<file path="src/tc_irq_pkg.sv">
// Constants shared by the timer channel interrupt and status block.
// Assumes a 32-bit byte-addressed register port with word-aligned registers; offsets are byte addresses.
package tc_irq_pkg;

	// Register byte offsets
	localparam logic [7:0] OFF_STATUS = 8'h00;
	localparam logic [7:0] OFF_IRQ_SET = 8'h04;
	localparam logic [7:0] OFF_IRQ_CLR = 8'h08;
	localparam logic [7:0] OFF_IRQ_MASK = 8'h0C;

	// Event bit positions, common to status, enable, disable and mask
	localparam int EV_OVERFLOW = 0;
	localparam int EV_LOAD_OVERRUN = 1;
	localparam int EV_COMPARE_A = 2;
	localparam int EV_COMPARE_B = 3;
	localparam int EV_COMPARE_C = 4;
	localparam int EV_LOAD_A = 5;
	localparam int EV_LOAD_B = 6;
	localparam int EV_EXT_TRIGGER = 7;
	localparam int EV_COUNT = 8;

	// Live status bit positions
	localparam int POS_CLOCK_ON = 16;
	localparam int POS_LINE_A = 17;
	localparam int POS_LINE_B = 18;

	// Sources that may raise a flag in each mode
	localparam logic [7:0] SRC_CAPTURE = 8'hF3;
	localparam logic [7:0] SRC_WAVE = 8'h9D;

	// Reset values
	localparam logic [7:0] RST_FLAGS = 8'h00;
	localparam logic [7:0] RST_MASK = 8'h00;
	localparam logic [31:0] RST_RDATA = 32'h00000000;

	// Read data of an unmapped or write-only address
	localparam logic [31:0] RDATA_NONE = 32'h00000000;

	typedef struct packed {
		logic syncA1;
		logic syncA2;
		logic syncB1;
		logic syncB2;
		logic clockOnSt;
		logic mirrorA;
		logic mirrorB;
		logic [7:0] flags;
		logic [7:0] mask;
		logic [31:0] rdata;
		logic irq;
	} chan_state_t;

endpackage

</file>
<file path="src/timer_channel_irq_mask_status.sv">
// Interrupt enable, disable, mask and status logic of one timer channel.
// Assumes event pulses, mode, clock-on and driven line levels come from the
// channel datapath on the same clock; the two line pins are asynchronous.
//
// Implementation choices: the strobed register port and the register addresses.
`timescale 1ns/1ps

module timer_channel_irq_mask_status (
	// Clock and reset
	input wire logic clock,
	input wire logic nrst,
	// Register port
	input wire logic [7:0] regAddr,
	input wire logic [31:0] regWdata,
	input wire logic regWrite,
	input wire logic regRead,
	output logic [31:0] regRdata,
	// Channel datapath
	input wire logic [7:0] eventPulse,
	input wire logic waveMode,
	input wire logic clockOn,
	input wire logic drivenLineA,
	input wire logic drivenLineB,
	// Timer line pins, asynchronous
	input wire logic timerLineA,
	input wire logic timerLineB,
	// Interrupt
	output logic irqOut
);
	import tc_irq_pkg::*;

	chan_state_t st_r;
	chan_state_t st_nxt;
	logic [7:0] gatedEv;
	logic [7:0] srcAllowed;
	logic rdStatus;
	logic rdMask;
	logic wrSet;
	logic wrClr;

	assign rdStatus = regRead && (regAddr == OFF_STATUS);
	assign rdMask = regRead && (regAddr == OFF_IRQ_MASK);
	assign wrSet = regWrite && (regAddr == OFF_IRQ_SET);
	assign wrClr = regWrite && (regAddr == OFF_IRQ_CLR);

	// Sources that are meaningless in the current mode never raise a flag
	assign srcAllowed = waveMode ? SRC_WAVE : SRC_CAPTURE;

	genvar gi;
	generate
		for (gi = 0; gi < EV_COUNT; gi++) begin : g_event
			assign gatedEv[gi] = eventPulse[gi] && srcAllowed[gi];
		end
	endgenerate

	always_comb begin
		st_nxt = st_r;
		// Pin synchronisers; first stage feeds only the second
		st_nxt.syncA1 = timerLineA;
		st_nxt.syncA2 = st_r.syncA1;
		st_nxt.syncB1 = timerLineB;
		st_nxt.syncB2 = st_r.syncB1;
		st_nxt.clockOnSt = clockOn;
		// In waveform mode the pin may lag the driver, so show the driver
		st_nxt.mirrorA = waveMode ? drivenLineA : st_r.syncA2;
		st_nxt.mirrorB = waveMode ? drivenLineB : st_r.syncB2;
		// A status read clears the flags, but an event in the same cycle survives
		if (rdStatus) begin
			st_nxt.flags = RST_FLAGS;
		end
		st_nxt.flags = st_nxt.flags | gatedEv;
		// Mask changes only through the set and clear ports
		if (wrSet) begin
			st_nxt.mask = st_r.mask | regWdata[7:0];
		end else if (wrClr) begin
			st_nxt.mask = st_r.mask & ~regWdata[7:0];
		end
		// Read data stand only in the cycle after the strobe
		st_nxt.rdata = RDATA_NONE;
		if (regRead) begin
			case (regAddr)
				OFF_STATUS: begin
					st_nxt.rdata[7:0] = st_r.flags;
					st_nxt.rdata[POS_CLOCK_ON] = st_r.clockOnSt;
					st_nxt.rdata[POS_LINE_A] = st_r.mirrorA;
					st_nxt.rdata[POS_LINE_B] = st_r.mirrorB;
				end
				OFF_IRQ_MASK: begin
					st_nxt.rdata[7:0] = st_r.mask;
				end
				// Set and clear ports are write-only and read as zero
				default: begin
					st_nxt.rdata = RDATA_NONE;
				end
			endcase
		end
		// Driven from next values so the output is not a cycle late
		st_nxt.irq = |(st_nxt.flags & st_nxt.mask);
	end

	always_ff @(posedge clock or negedge nrst) begin
		if (!nrst) begin
			st_r <= '{syncA1: 1'b0, syncA2: 1'b0, syncB1: 1'b0, syncB2: 1'b0,
				clockOnSt: 1'b0, mirrorA: 1'b0, mirrorB: 1'b0,
				flags: RST_FLAGS, mask: RST_MASK, rdata: RST_RDATA,
				irq: 1'b0};
		end else begin
			st_r <= st_nxt;
		end
	end

	assign regRdata = st_r.rdata;
	assign irqOut = st_r.irq;
endmodule

</file>
<file path="config.mk">
export PLATFORM = sky130hd
export DESIGN_NAME = timer_channel_irq_mask_status
export DESIGN_NICKNAME = d
export VERILOG_FILES = /design/src/tc_irq_pkg.sv /design/src/timer_channel_irq_mask_status.sv
export SDC_FILE = /design/constraint.sdc
export NUM_CORES = 1
export LEC_CHECK = 0
export BUFFER_PORTS_ARGS = -buffer_cell sky130_fd_sc_hd__buf_2
export CAP_MARGIN = 20
export CORE_MARGIN = 4
export CORE_UTILIZATION = 47
export DETAILED_ROUTE_END_ITERATION = 12
export PLACE_DENSITY = 0.95
export SYNTH_ARGS = -nofsm -noshare
export SYNTH_HDL_FRONTEND = slang
export SYNTH_SLANG_ARGS = --single-unit
</file>
<file path="constraint.sdc">
create_clock -name clock -period 4.28 [get_ports clock]
set_input_delay 0.642 -clock clock [delete_from_list [all_inputs] [get_ports clock]]
set_output_delay 0.642 -clock clock [all_outputs]
set_load 0.1 [all_outputs]
</file>
==> results of run 1 <==
[worst max-delay path by stage]
| stage | start | end | slack [ns] | cells past startpoint |
|---|---|---|---|---|
| final | regAddr[5] | irqOut | 1.61 | 6 |
| after global routing | regAddr[5] | irqOut | 1.55 | 6 |
| after CTS | regAddr[5] | irqOut | 1.63 | 6 |
| after detailed placement | regAddr[5] | irqOut | 1.27 | 6 |
| after global placement | regAddr[5] | irqOut | 1.30 | 6 |
| after floorplan | regAddr[5] | irqOut | 1.58 | 6 |
[where the power goes]
part           internal [µW]  total [µW]  switching, µW
combinational           17.8         122            105
clock                   76.0         174           98.3
sequential               335         336           1.10
[cells by family after synthesis]
kind of cell | count (synthesis)
flip-flops | 35
multiplexers | 2
other | 1
AND/OR/NAND/NOR | 27
buffers and inverters | 53
AO/OA/AOI/OAI | 36
[synthesized netlist by cell type]
cell,instances,share of area (%)
a21oi_1,3,0.91
o221ai_1,4,2.1
nor2_1,4,0.91
a31oi_1,4,1.5
nand2_1,10,2.3
or4_4,1,0.68
or4_1,2,0.91
a2bb2oi_1,3,1.6
and2_1,3,1.1
a22o_1,8,4.2
clkbuf_1,4,0.91
or3b_2,1,0.53
buf_2,1,0.30
conb_1,1,0.23
nor4_1,2,0.76
nor2b_1,1,0.38
mux2_2,2,1.4
buf_4,32,15
nor3b_1,1,0.45
o32ai_1,4,2.1
dfrtp_1,35,53
a22oi_1,2,0.91
a41o_1,4,2.4
nor3_1,1,0.30
o22ai_1,4,1.5
inv_1,16,3.6
nor4b_1,1,0.53
[worst max-delay path: stages]
cell and delay [ns]:
buf_2 0.10, or4_4 0.54, or4_1 0.64, a21oi_1 0.27, o32ai_1 0.12, or4_1 0.54
[state kept, by name, summed over array words and instances, names as in the netlist]
signal,count
irqOut,1
st_nxt,2
regRdata,11
st_r,21
[metrics by stage]
| stage | util, % | hold WS, ns | power, µW | cell area [µm²] |
|---|---|---|---|---|
| floorplan | - | 0.3312 | 454.3 | 1730 |
| global placement | 52.34 | 0.3336 | 464.0 | 1760 |
| detailed placement | 52.34 | 0.3347 | 465.2 | 1760 |
| CTS | 54.02 | 0.3569 | 639.1 | 1817 |
| global route | 54.02 | 0.3606 | 660.6 | 1817 |
| finish | 54.02 | 0.3543 | 632.9 | 1817 |
[area by class of cell]
cell class / count / area share, %
Multi-Input combinational cell: 86 / 29.41
Sequential cell: 35 / 48.21
Clock buffer: 6 / 2.824
Inverter: 16 / 3.306
Timing Repair Buffer: 46 / 12.81
Tap cell: 46 / 3.168
Clock inverter: 1 / 0.2755
[layer usage]
metal,global-route usage [%],up-vias,part of all wire (%)
met5,0,-,0
met2,24.17,58,50
met1,17.32,551,39
met3,6.323,7,10
li1,-,559,-
met4,4.304,0,1.1
==> results_dict.tcl, run 1 <==
set metrics [dict create \
    ys_ff_latch 35 \
    clockRootBuffer "clkbuf_4" \
    cts_tree "done" \
    leakage_uw 0.0009675 \
    clock.fmax_ghz 0.3740 \
    powerDensity_nw_per_um2 348.4 \
    final_common_cell "buf_2" \
    gp_congestion 0.8048 \
    synth-seq-area-share_pct 52.91 \
    cts-resized-gates 0 \
    muxShareOfSynthArea_pct 1.361 \
    post_cts.repair.setup_buffers 0 \
    synth_compound_area_share_pct 17.31 \
    drv_cap 0 \
    r2r_slack_ns 2.74 \
    clock_latency_ns 0.32 \
    dp.cells 229 \
    dp_slack_ns 1.270 \
    drive_gt1_share_pct 30.00 \
    setup_tns_ns 0 \
    final_cells 236 \
    cts_buffers 5 \
    layout.nets 248 \
    drt-wirelength-per-cell_um 12.73 \
    min_period_ns 2.673 \
    multi_input_area_um2 534.3 \
    start_util_pct 49.22 \
    hold_end "st_r[54]" \
    syn_area_um2 1655 \
    post-route-period-util_pct 62.46 \
    routed_wl_um 3005 \
    htree_levels 2 \
    crit_type "in -> reg" \
    synth-xor-area-share_pct 0 \
    ant_nets 0 \
    outcome "finished, final reports clean" \
    grt_overflow 0 \
    crit-reg2reg-launch "st_r[39]" \
    synth_fa_ha_area_share_pct 0 \
    rr_endpoint "irqOut" \
    first_global_vias 1103 \
    crit_path_start_kind "primary input" \
    endpoint_kind "flop" \
    rsz0062_at_grt "no" \
    dieArea_um2 4535 \
    finClkSkew_ns 0.004460 \
    slew_viol_final 0 \
    first_pass_iters 4 \
    synth-simple-area-share_pct 8.844 \
    ys_types 27 \
    drtIter0Drc 41 \
    grtUsageTotal_pct 14.64 \
    holdCritPathClass "reg -> reg" \
    vias_per_cell 4.979 \
    relSlewSlack_pct 39.88 \
    core_um2 3363 \
    io_pins 91 \
    diodes 0 \
    synth.avg_cell_area_um2 10.75 \
    die_y_um 67.35 \
    rows 21 \
    peakVddDrop_mv 0.1762 \
    hold_viol 0 \
    path_max_fanout 8 \
    setup_violations 0 \
    final_cell_mix "buf_2, dfrtp_1, conb_1" \
    cts.clk_slew.worst_paths_ns 0.09 \
    crit_arrival_ns 2.87 \
    seqCellArea_um2 875.8 \
    ys.warnings.count 0 \
    antenna_found_initial 0 \
    die_w_um 67.35 \
    dpl.hpwl_um 2426 \
    grt_max_degree 36 \
    synth_top_family_by_area "buffers and inverters" \
    crit_required_ns 4.48 \
    clock-sinks 35 \
    via_count 1175 \
    finalWorstSetupSlack_ns 1.607 \
    drcViolationCount 0 \
    syn_to_final_growth_pct 9.750 \
    grt_pass1_wl_um 4905 \
    io_buffers 45 \
    synthCells 154 \
    worst_slew_pin_slew_ns 0.8949 \
    cts_buffer_depth 2 \
    hp-start "st_nxt[54]" \
    fillers 319 \
    r2r.worst_path.cells 4 \
    holdPathStages 0 \
    cts_hold_buf 0 \
]
(Power assumes the default switching activity.)
==> run 2: changes to the inputs <==
Settings changed: ABC_AREA from default to 1, CORE_UTILIZATION 47 to 45, PLACE_DENSITY 0.95 to 0.92.
Clock period 4.28 ns to 2.6 ns, I/O delays scaled along.
==> run 2 against run 1 <==
  * Die area up 9.6%
  * Global-route usage up 0.48 points
  * Sequential power up 69%
  * Worst setup slack lost 0.49 ns
  * Utilization fell by 1.5 points
  * Worst hold slack worse by 0.19 ns
  * Combinational power is 110% higher
==> results_dict.tcl, run 2 <==
set metrics [dict create \
    synth_flop_cell "dfrtp_1" \
    clock.fmax_ghz 0.6724 \
    cts.clk_slew.worst_paths_ns 0.07 \
    crit_chain "buf_2, nor2_1, nand2_2, nor2_8, nand2_4, nand2_2, nand2_2, nand2_1, nand2_1, nor2_1, nand2_1" \
    regMostFlops "st_r" \
    setup_tns_ns 0 \
    cpMaxStageDelayCell "nor2_8" \
    synth.avg_cell_area_um2 8.969 \
    post_cts.repair.setup_buffers 0 \
    use_met3_pct 6.475 \
    intPower_uw 880.7 \
    synthCells 196 \
    synth_top_area_cell "dfrtp_1" \
    largest_reg_flops 21 \
    finClkSkew_ns 0.004636 \
    final_cells 281 \
    path_delay_family "simple AND/OR/NAND/NOR gates" \
    ys_types 19 \
    crit_type "in -> reg" \
    crit-reg2reg-launch "st_r[38]" \
    die_w_um 70.50 \
    seqCellArea_um2 875.8 \
    leakage_uw 0.001091 \
    grt_max_degree 36 \
    powerDensity_nw_per_um2 673.9 \
    gp_congestion 0.8110 \
    layout.nets 290 \
    clock-sinks 35 \
    dieArea_um2 4970 \
    critPathMaxStageDelay_ns 0.26 \
    drive_gt1_share_pct 32.19 \
    peakVddDrop_mv 0.3838 \
    crit_cells 11 \
    via_count 1306 \
    ys.warnings.count 0 \
    drtIter0Drc 83 \
    slew_viol_final 0 \
    min_period_ns 1.487 \
    cts_tree "done" \
    top_usage_layer "met2" \
    antenna_found_initial 0 \
    htree_levels 2 \
    synth_edf_count 0 \
    clock_latency_ns 0.30 \
    grtUsageTotal_pct 15.12 \
    switchingPower_uw 434.7 \
    ant_nets 0 \
    grt_overflow 0 \
    rsz0062_at_grt "no" \
    rr_endpoint "irqOut" \
    final_cell_mix "nand2_1, buf_2, dfrtp_1" \
    cts-resized-gates 0 \
    fillers 343 \
    r2r_slack_ns 1.64 \
    io_buffers 45 \
    first_global_vias 1323 \
    die_y_um 70.50 \
    syn_to_final_growth_pct 11.03 \
    routed_wl_um 3582 \
    finalPower_uw 1315 \
    rows 22 \
    use_met2_pct 24.22 \
    path_max_fanout 17 \
    crit_required_ns 2.79 \
    diodes 0 \
    final_common_cell "nand2_1" \
    syn_area_um2 1758 \
    power_frac_comb_pct 19.6 \
    async_reset_ff_share_pct 100.0 \
    dp.cells 273 \
    relSlewSlack_pct 49.41 \
    multi_input_area_um2 634.4 \
    cts_buffer_depth 2 \
    io_pins 91 \
    sw_frac_of_total_pct 33.04 \
    grt_pass1_wl_um 5754 \
    outcome "finished, final reports clean" \
    synth_top_area_share_pct 49.82 \
    vias_per_cell 4.648 \
    core_um2 3716 \
    yosysMostFrequentCell "nand2_1" \
    holdCritPathClass "in -> async" \
    drcViolationCount 0 \
    first_pass_iters 4 \
    crit_path_start_kind "primary input" \
    p_seq_share_pct 43.2 \
    ys_top_cells_by_count "nand2_1, dfrtp_1, buf_4, nand2_2, nand3_1" \
    start_util_pct 47.31 \
    cts_hold_buf 0 \
    ys_ff_latch 35 \
    clockPowerShare_pct 37.2 \
    hold_viol 0 \
    endpoint_kind "flop" \
    r2r.worst_path.cells 6 \
    synth-seq-area-share_pct 49.82 \
    crit_arrival_ns 1.68 \
    dpl.hpwl_um 2605 \
    worst_slew_pin_slew_ns 0.7589 \
    drt-wirelength-per-cell_um 12.75 \
    cts_buffers 5 \
    crit_buf_inv 1 \
    setup_violations 0 \
    synthTopCellsByArea "dfrtp_1, buf_4, nand2_1" \
    clockRootBuffer "clkbuf_8" \
    grt_use_met1_pct 16.62 \
    post-route-period-util_pct 57.20 \
    drv_cap 0 \
]
## run 2: cell types whose count changed in the layout (fill, tap and decap cells not counted), moves of 5 or more
cell / previous run / this run
nand4_1: 0 / 8
nand3_1: 0 / 14
clkbuf_4: 5 / 0
inv_1: 16 / 10
nand2_2: 0 / 14
o21ai_0: 0 / 8
nand2_1: 10 / 55
a22o_1: 8 / 0
## run 2: final cells by class
cell class	count	share of cell area (%)
sequential	35	44.87
multi-input combinational	134	32.50
timing repair buffer	45	11.54
clock buffer	5	3.526
tap	48	3.077
clock inverter	3	2.244
inverter	11	2.244
## run 2: how the worst max path moves through the flow
stage	slack, ns	from	endpoint
finish	1.11	regAddr[7]	irqOut
global route	1.02	regAddr[7]	irqOut
CTS	1.11	regAddr[7]	irqOut
detailed placement	0.80	regAddr[7]	irqOut
global placement	0.87	regAddr[1]	irqOut
floorplan	1.21	regAddr[1]	irqOut
## run 2: worst register-to-register path: stages, from the launching register on
cell,delay [ns]
dfrtp_1,0.39
nand2_1,0.08
nand2_1,0.08
nand2_1,0.07
nand2_1,0.06
nor2_1,0.11
nand2_1,0.06
## run 2: cells by family (layout without fill, tap and decap cells)
group | after synthesis | after routing | synth area share, %
AND/OR/NAND/NOR | 105 | 105 | 29.32
buffers and inverters | 47 | 64 | 18.36
flip-flops | 35 | 35 | 49.82
AO/OA/AOI/OAI | 8 | 8 | 2.278
other | 1 | 21 | 0.2133
## run 2: routing by layer
metal | part of all wire, % | wire (µm)
met1 | 37 | 1340
met2 | 51 | 1828
met3 | 8.3 | 296
met4 | 3.3 | 117
met5 | 0 | 0
## run 2: metrics by stage
step	cell area [µm²]	setup slack (ns)	utilization (%)	hold WS, ns
CTS	1952	1.112	52.53	0.1864
detailed placement	1839	0.8004	49.49	0.3347
floorplan	1833	1.205	-	0.09441
finish	1952	1.113	52.53	0.1631
global placement	1839	0.8671	49.49	0.3324
global route	1952	1.024	52.53	0.1855
## run 2: power by group through the flow
| stage | combinational (µW) | clock (µW) | sequential [µW] |
|---|---|---|---|
| floorplan | 199 | 0 | 609 |
| global placement | 254 | 0 | 578 |
| detailed placement | 258 | 0 | 578 |
| CTS | 258 | 496 | 568 |
| global route | 273 | 518 | 570 |
| finish | 258 | 489 | 568 |
==> run 3: changes to the inputs <==
Settings changed: CORE_UTILIZATION 45 to 41, PLACE_DENSITY 0.92 to 0.88.
Clock period 2.6 ns to 1.3 ns, I/O delays scaled along.
==> run 3 against run 2 <==
  * Via count rose by 3.9%
  * Register-to-register slack worse by 1.4 ns
  * Critical endpoint is now irqOut
  * Sequential power grew 100%
  * Global-route usage shrank 0.34 points
  * Flip-flop and latch count is the same
  * Sequential share of layout area shrank 2.2 points
  * First-iteration DRC count down 4.8%
  * Worst setup slack got worse by 1.0 ns
  * Clock power rose by 52%
  * Count of clock-buffer cells in the layout increased by 1
  * Final cell count up 5.0%
  * Critical path type is now reg -> out
  * Utilization down 2.3 points
==> results_dict.tcl, run 3 (synthesized netlist as in run 2, its figures left out) <==
set metrics [dict create \
    io_buffers 45 \
    r2r_slack_ns 0.28 \
    dpl.hpwl_um 2865 \
    crit_arrival_ns 1.04 \
    leakage_uw 0.001141 \
    ant_nets 0 \
    intPower_uw 1583 \
    layout.nets 302 \
    final_cells 295 \
    diodes 0 \
    finalPower_uw 2422 \
    first_pass_iters 4 \
    core_um2 4086 \
    drt-wirelength-per-cell_um 12.69 \
    crit_buf_inv 1 \
    holdCritPathClass "in -> reg" \
    die_w_um 73.48 \
    outcome "finished, final reports clean" \
    seqCellArea_um2 875.8 \
    crit_chain "buf_2" \
    routed_wl_um 3743 \
    grt_max_degree 21 \
    dp.cells 284 \
    power_frac_comb_pct 22.3 \
    via_count 1357 \
    cts.clk_slew.worst_paths_ns 0.07 \
    grt_overflow 0 \
    final_common_cell "nand2_1" \
    crit_path_start_kind "flop" \
    rr_endpoint "irqOut" \
    die_y_um 73.48 \
    path_delay_family "buffers and inverters" \
    endpoint_kind "output pin" \
    largest_reg_flops 21 \
    grtUsageTotal_pct 14.78 \
    holdPathStages 1 \
    powerDensity_nw_per_um2 1180 \
    vias_per_cell 4.600 \
    crit_required_ns 1.11 \
    cts_buffers 5 \
    hold_end "st_r[51]" \
    dieArea_um2 5399 \
    min_period_ns 1.231 \
    rows 23 \
    cts_buffer_depth 2 \
    cts_tree "done" \
    final_cell_mix "nand2_1, buf_2, dfrtp_1" \
    r2r.worst_path.cells 6 \
    regMostFlops "st_r" \
    grt_pass1_wl_um 5982 \
    fillers 386 \
    slew_viol_final 0 \
    finClkSkew_ns 0.005225 \
    crit_type "reg -> out" \
    finalWorstSetupSlack_ns 0.06876 \
    first_global_vias 1381 \
    sw_frac_of_total_pct 34.64 \
    hold_viol 0 \
    antenna_found_initial 0 \
    path_max_fanout 1 \
    p_seq_share_pct 46.9 \
    switchingPower_uw 838.9 \
    drtIter0Drc 79 \
    gp_congestion 0.8859 \
    drive_gt1_share_pct 34.69 \
    cpMaxStageDelayCell "buf_2" \
    peakVddDrop_mv 0.4637 \
    critPathMaxStageDelay_ns 0.42 \
    clock_latency_ns 0.28 \
    clock-sinks 35 \
    clock.fmax_ghz 0.8122 \
    clockPowerShare_pct 30.8 \
    htree_levels 2 \
    setup_violations 0 \
    dp_slack_ns -0.1687 \
    multi_input_area_um2 636.9 \
    crit-reg2reg-launch "st_r[38]" \
    start_util_pct 43.02 \
    fin_hold_ws_ns 0.01455 \
    syn_to_final_growth_pct 16.80 \
    rsz0062_at_grt "no" \
    drv_cap 0 \
    io_pins 91 \
    drcViolationCount 0 \
    hp-start "clockOn" \
    clockRootBuffer "clkbuf_8" \
    post-route-period-util_pct 94.71 \
]
-- run 3: routing by layer --
layer,vias up,share of wire (%),track usage [%]
met4,0,2.3,7.243
met1,624,35,16.55
li1,665,-,-
met2,58,54,25.10
met5,-,0,0
met3,10,8.8,4.788
-- run 3: worst max-delay path by stage --
| stage | cells past startpoint | start | to |
|---|---|---|---|
| finish | 1 | irqOut | irqOut |
| global route | 12 | regAddr[7] | irqOut |
| CTS | 1 | irqOut | irqOut |
| detailed placement | 11 | regAddr[1] | irqOut |
| global placement | 11 | regAddr[1] | irqOut |
| floorplan | 11 | regAddr[1] | irqOut |
-- run 3: area by class of cell --
type                       instances  share of cell area, %
sequential                        35                  42.66
multi-input combinational        134                  31.02
timing repair buffer              57                  17.00
clock buffer                       6                  3.534
tap                               50                  3.047
inverter                          11                  2.133
clock inverter                     2                 0.6094
-- run 3: what timing repair did --
item	in CTS	in global routing
hold buffers	1	1
endpoints found under the hold margin	15	1
gates resized for setup	0	2
endpoints found under the setup margin	0	1
setup buffers	0	1
-- run 3: stage by stage --
stage	utilization [%]	setup TNS [ns]	cell area [µm²]
finish	50.24	0	2053
global placement	47.34	-0.1116	1934
CTS	49.66	0	2029
floorplan	-	0	1833
global route	50.24	0	2053
detailed placement	47.34	-0.1687	1934
-- run 3: power groups by stage --
| stage | Combinational, µW | Clock (µW) | Sequential [µW] |
|---|---|---|---|
| after floorplan | 398 | 0 | 1220 |
| final | 541 | 745 | 1140 |
| after detailed placement | 533 | 0 | 1160 |
| after global placement | 524 | 0 | 1160 |
| after CTS | 538 | 769 | 1140 |
| after global routing | 575 | 818 | 1140 |
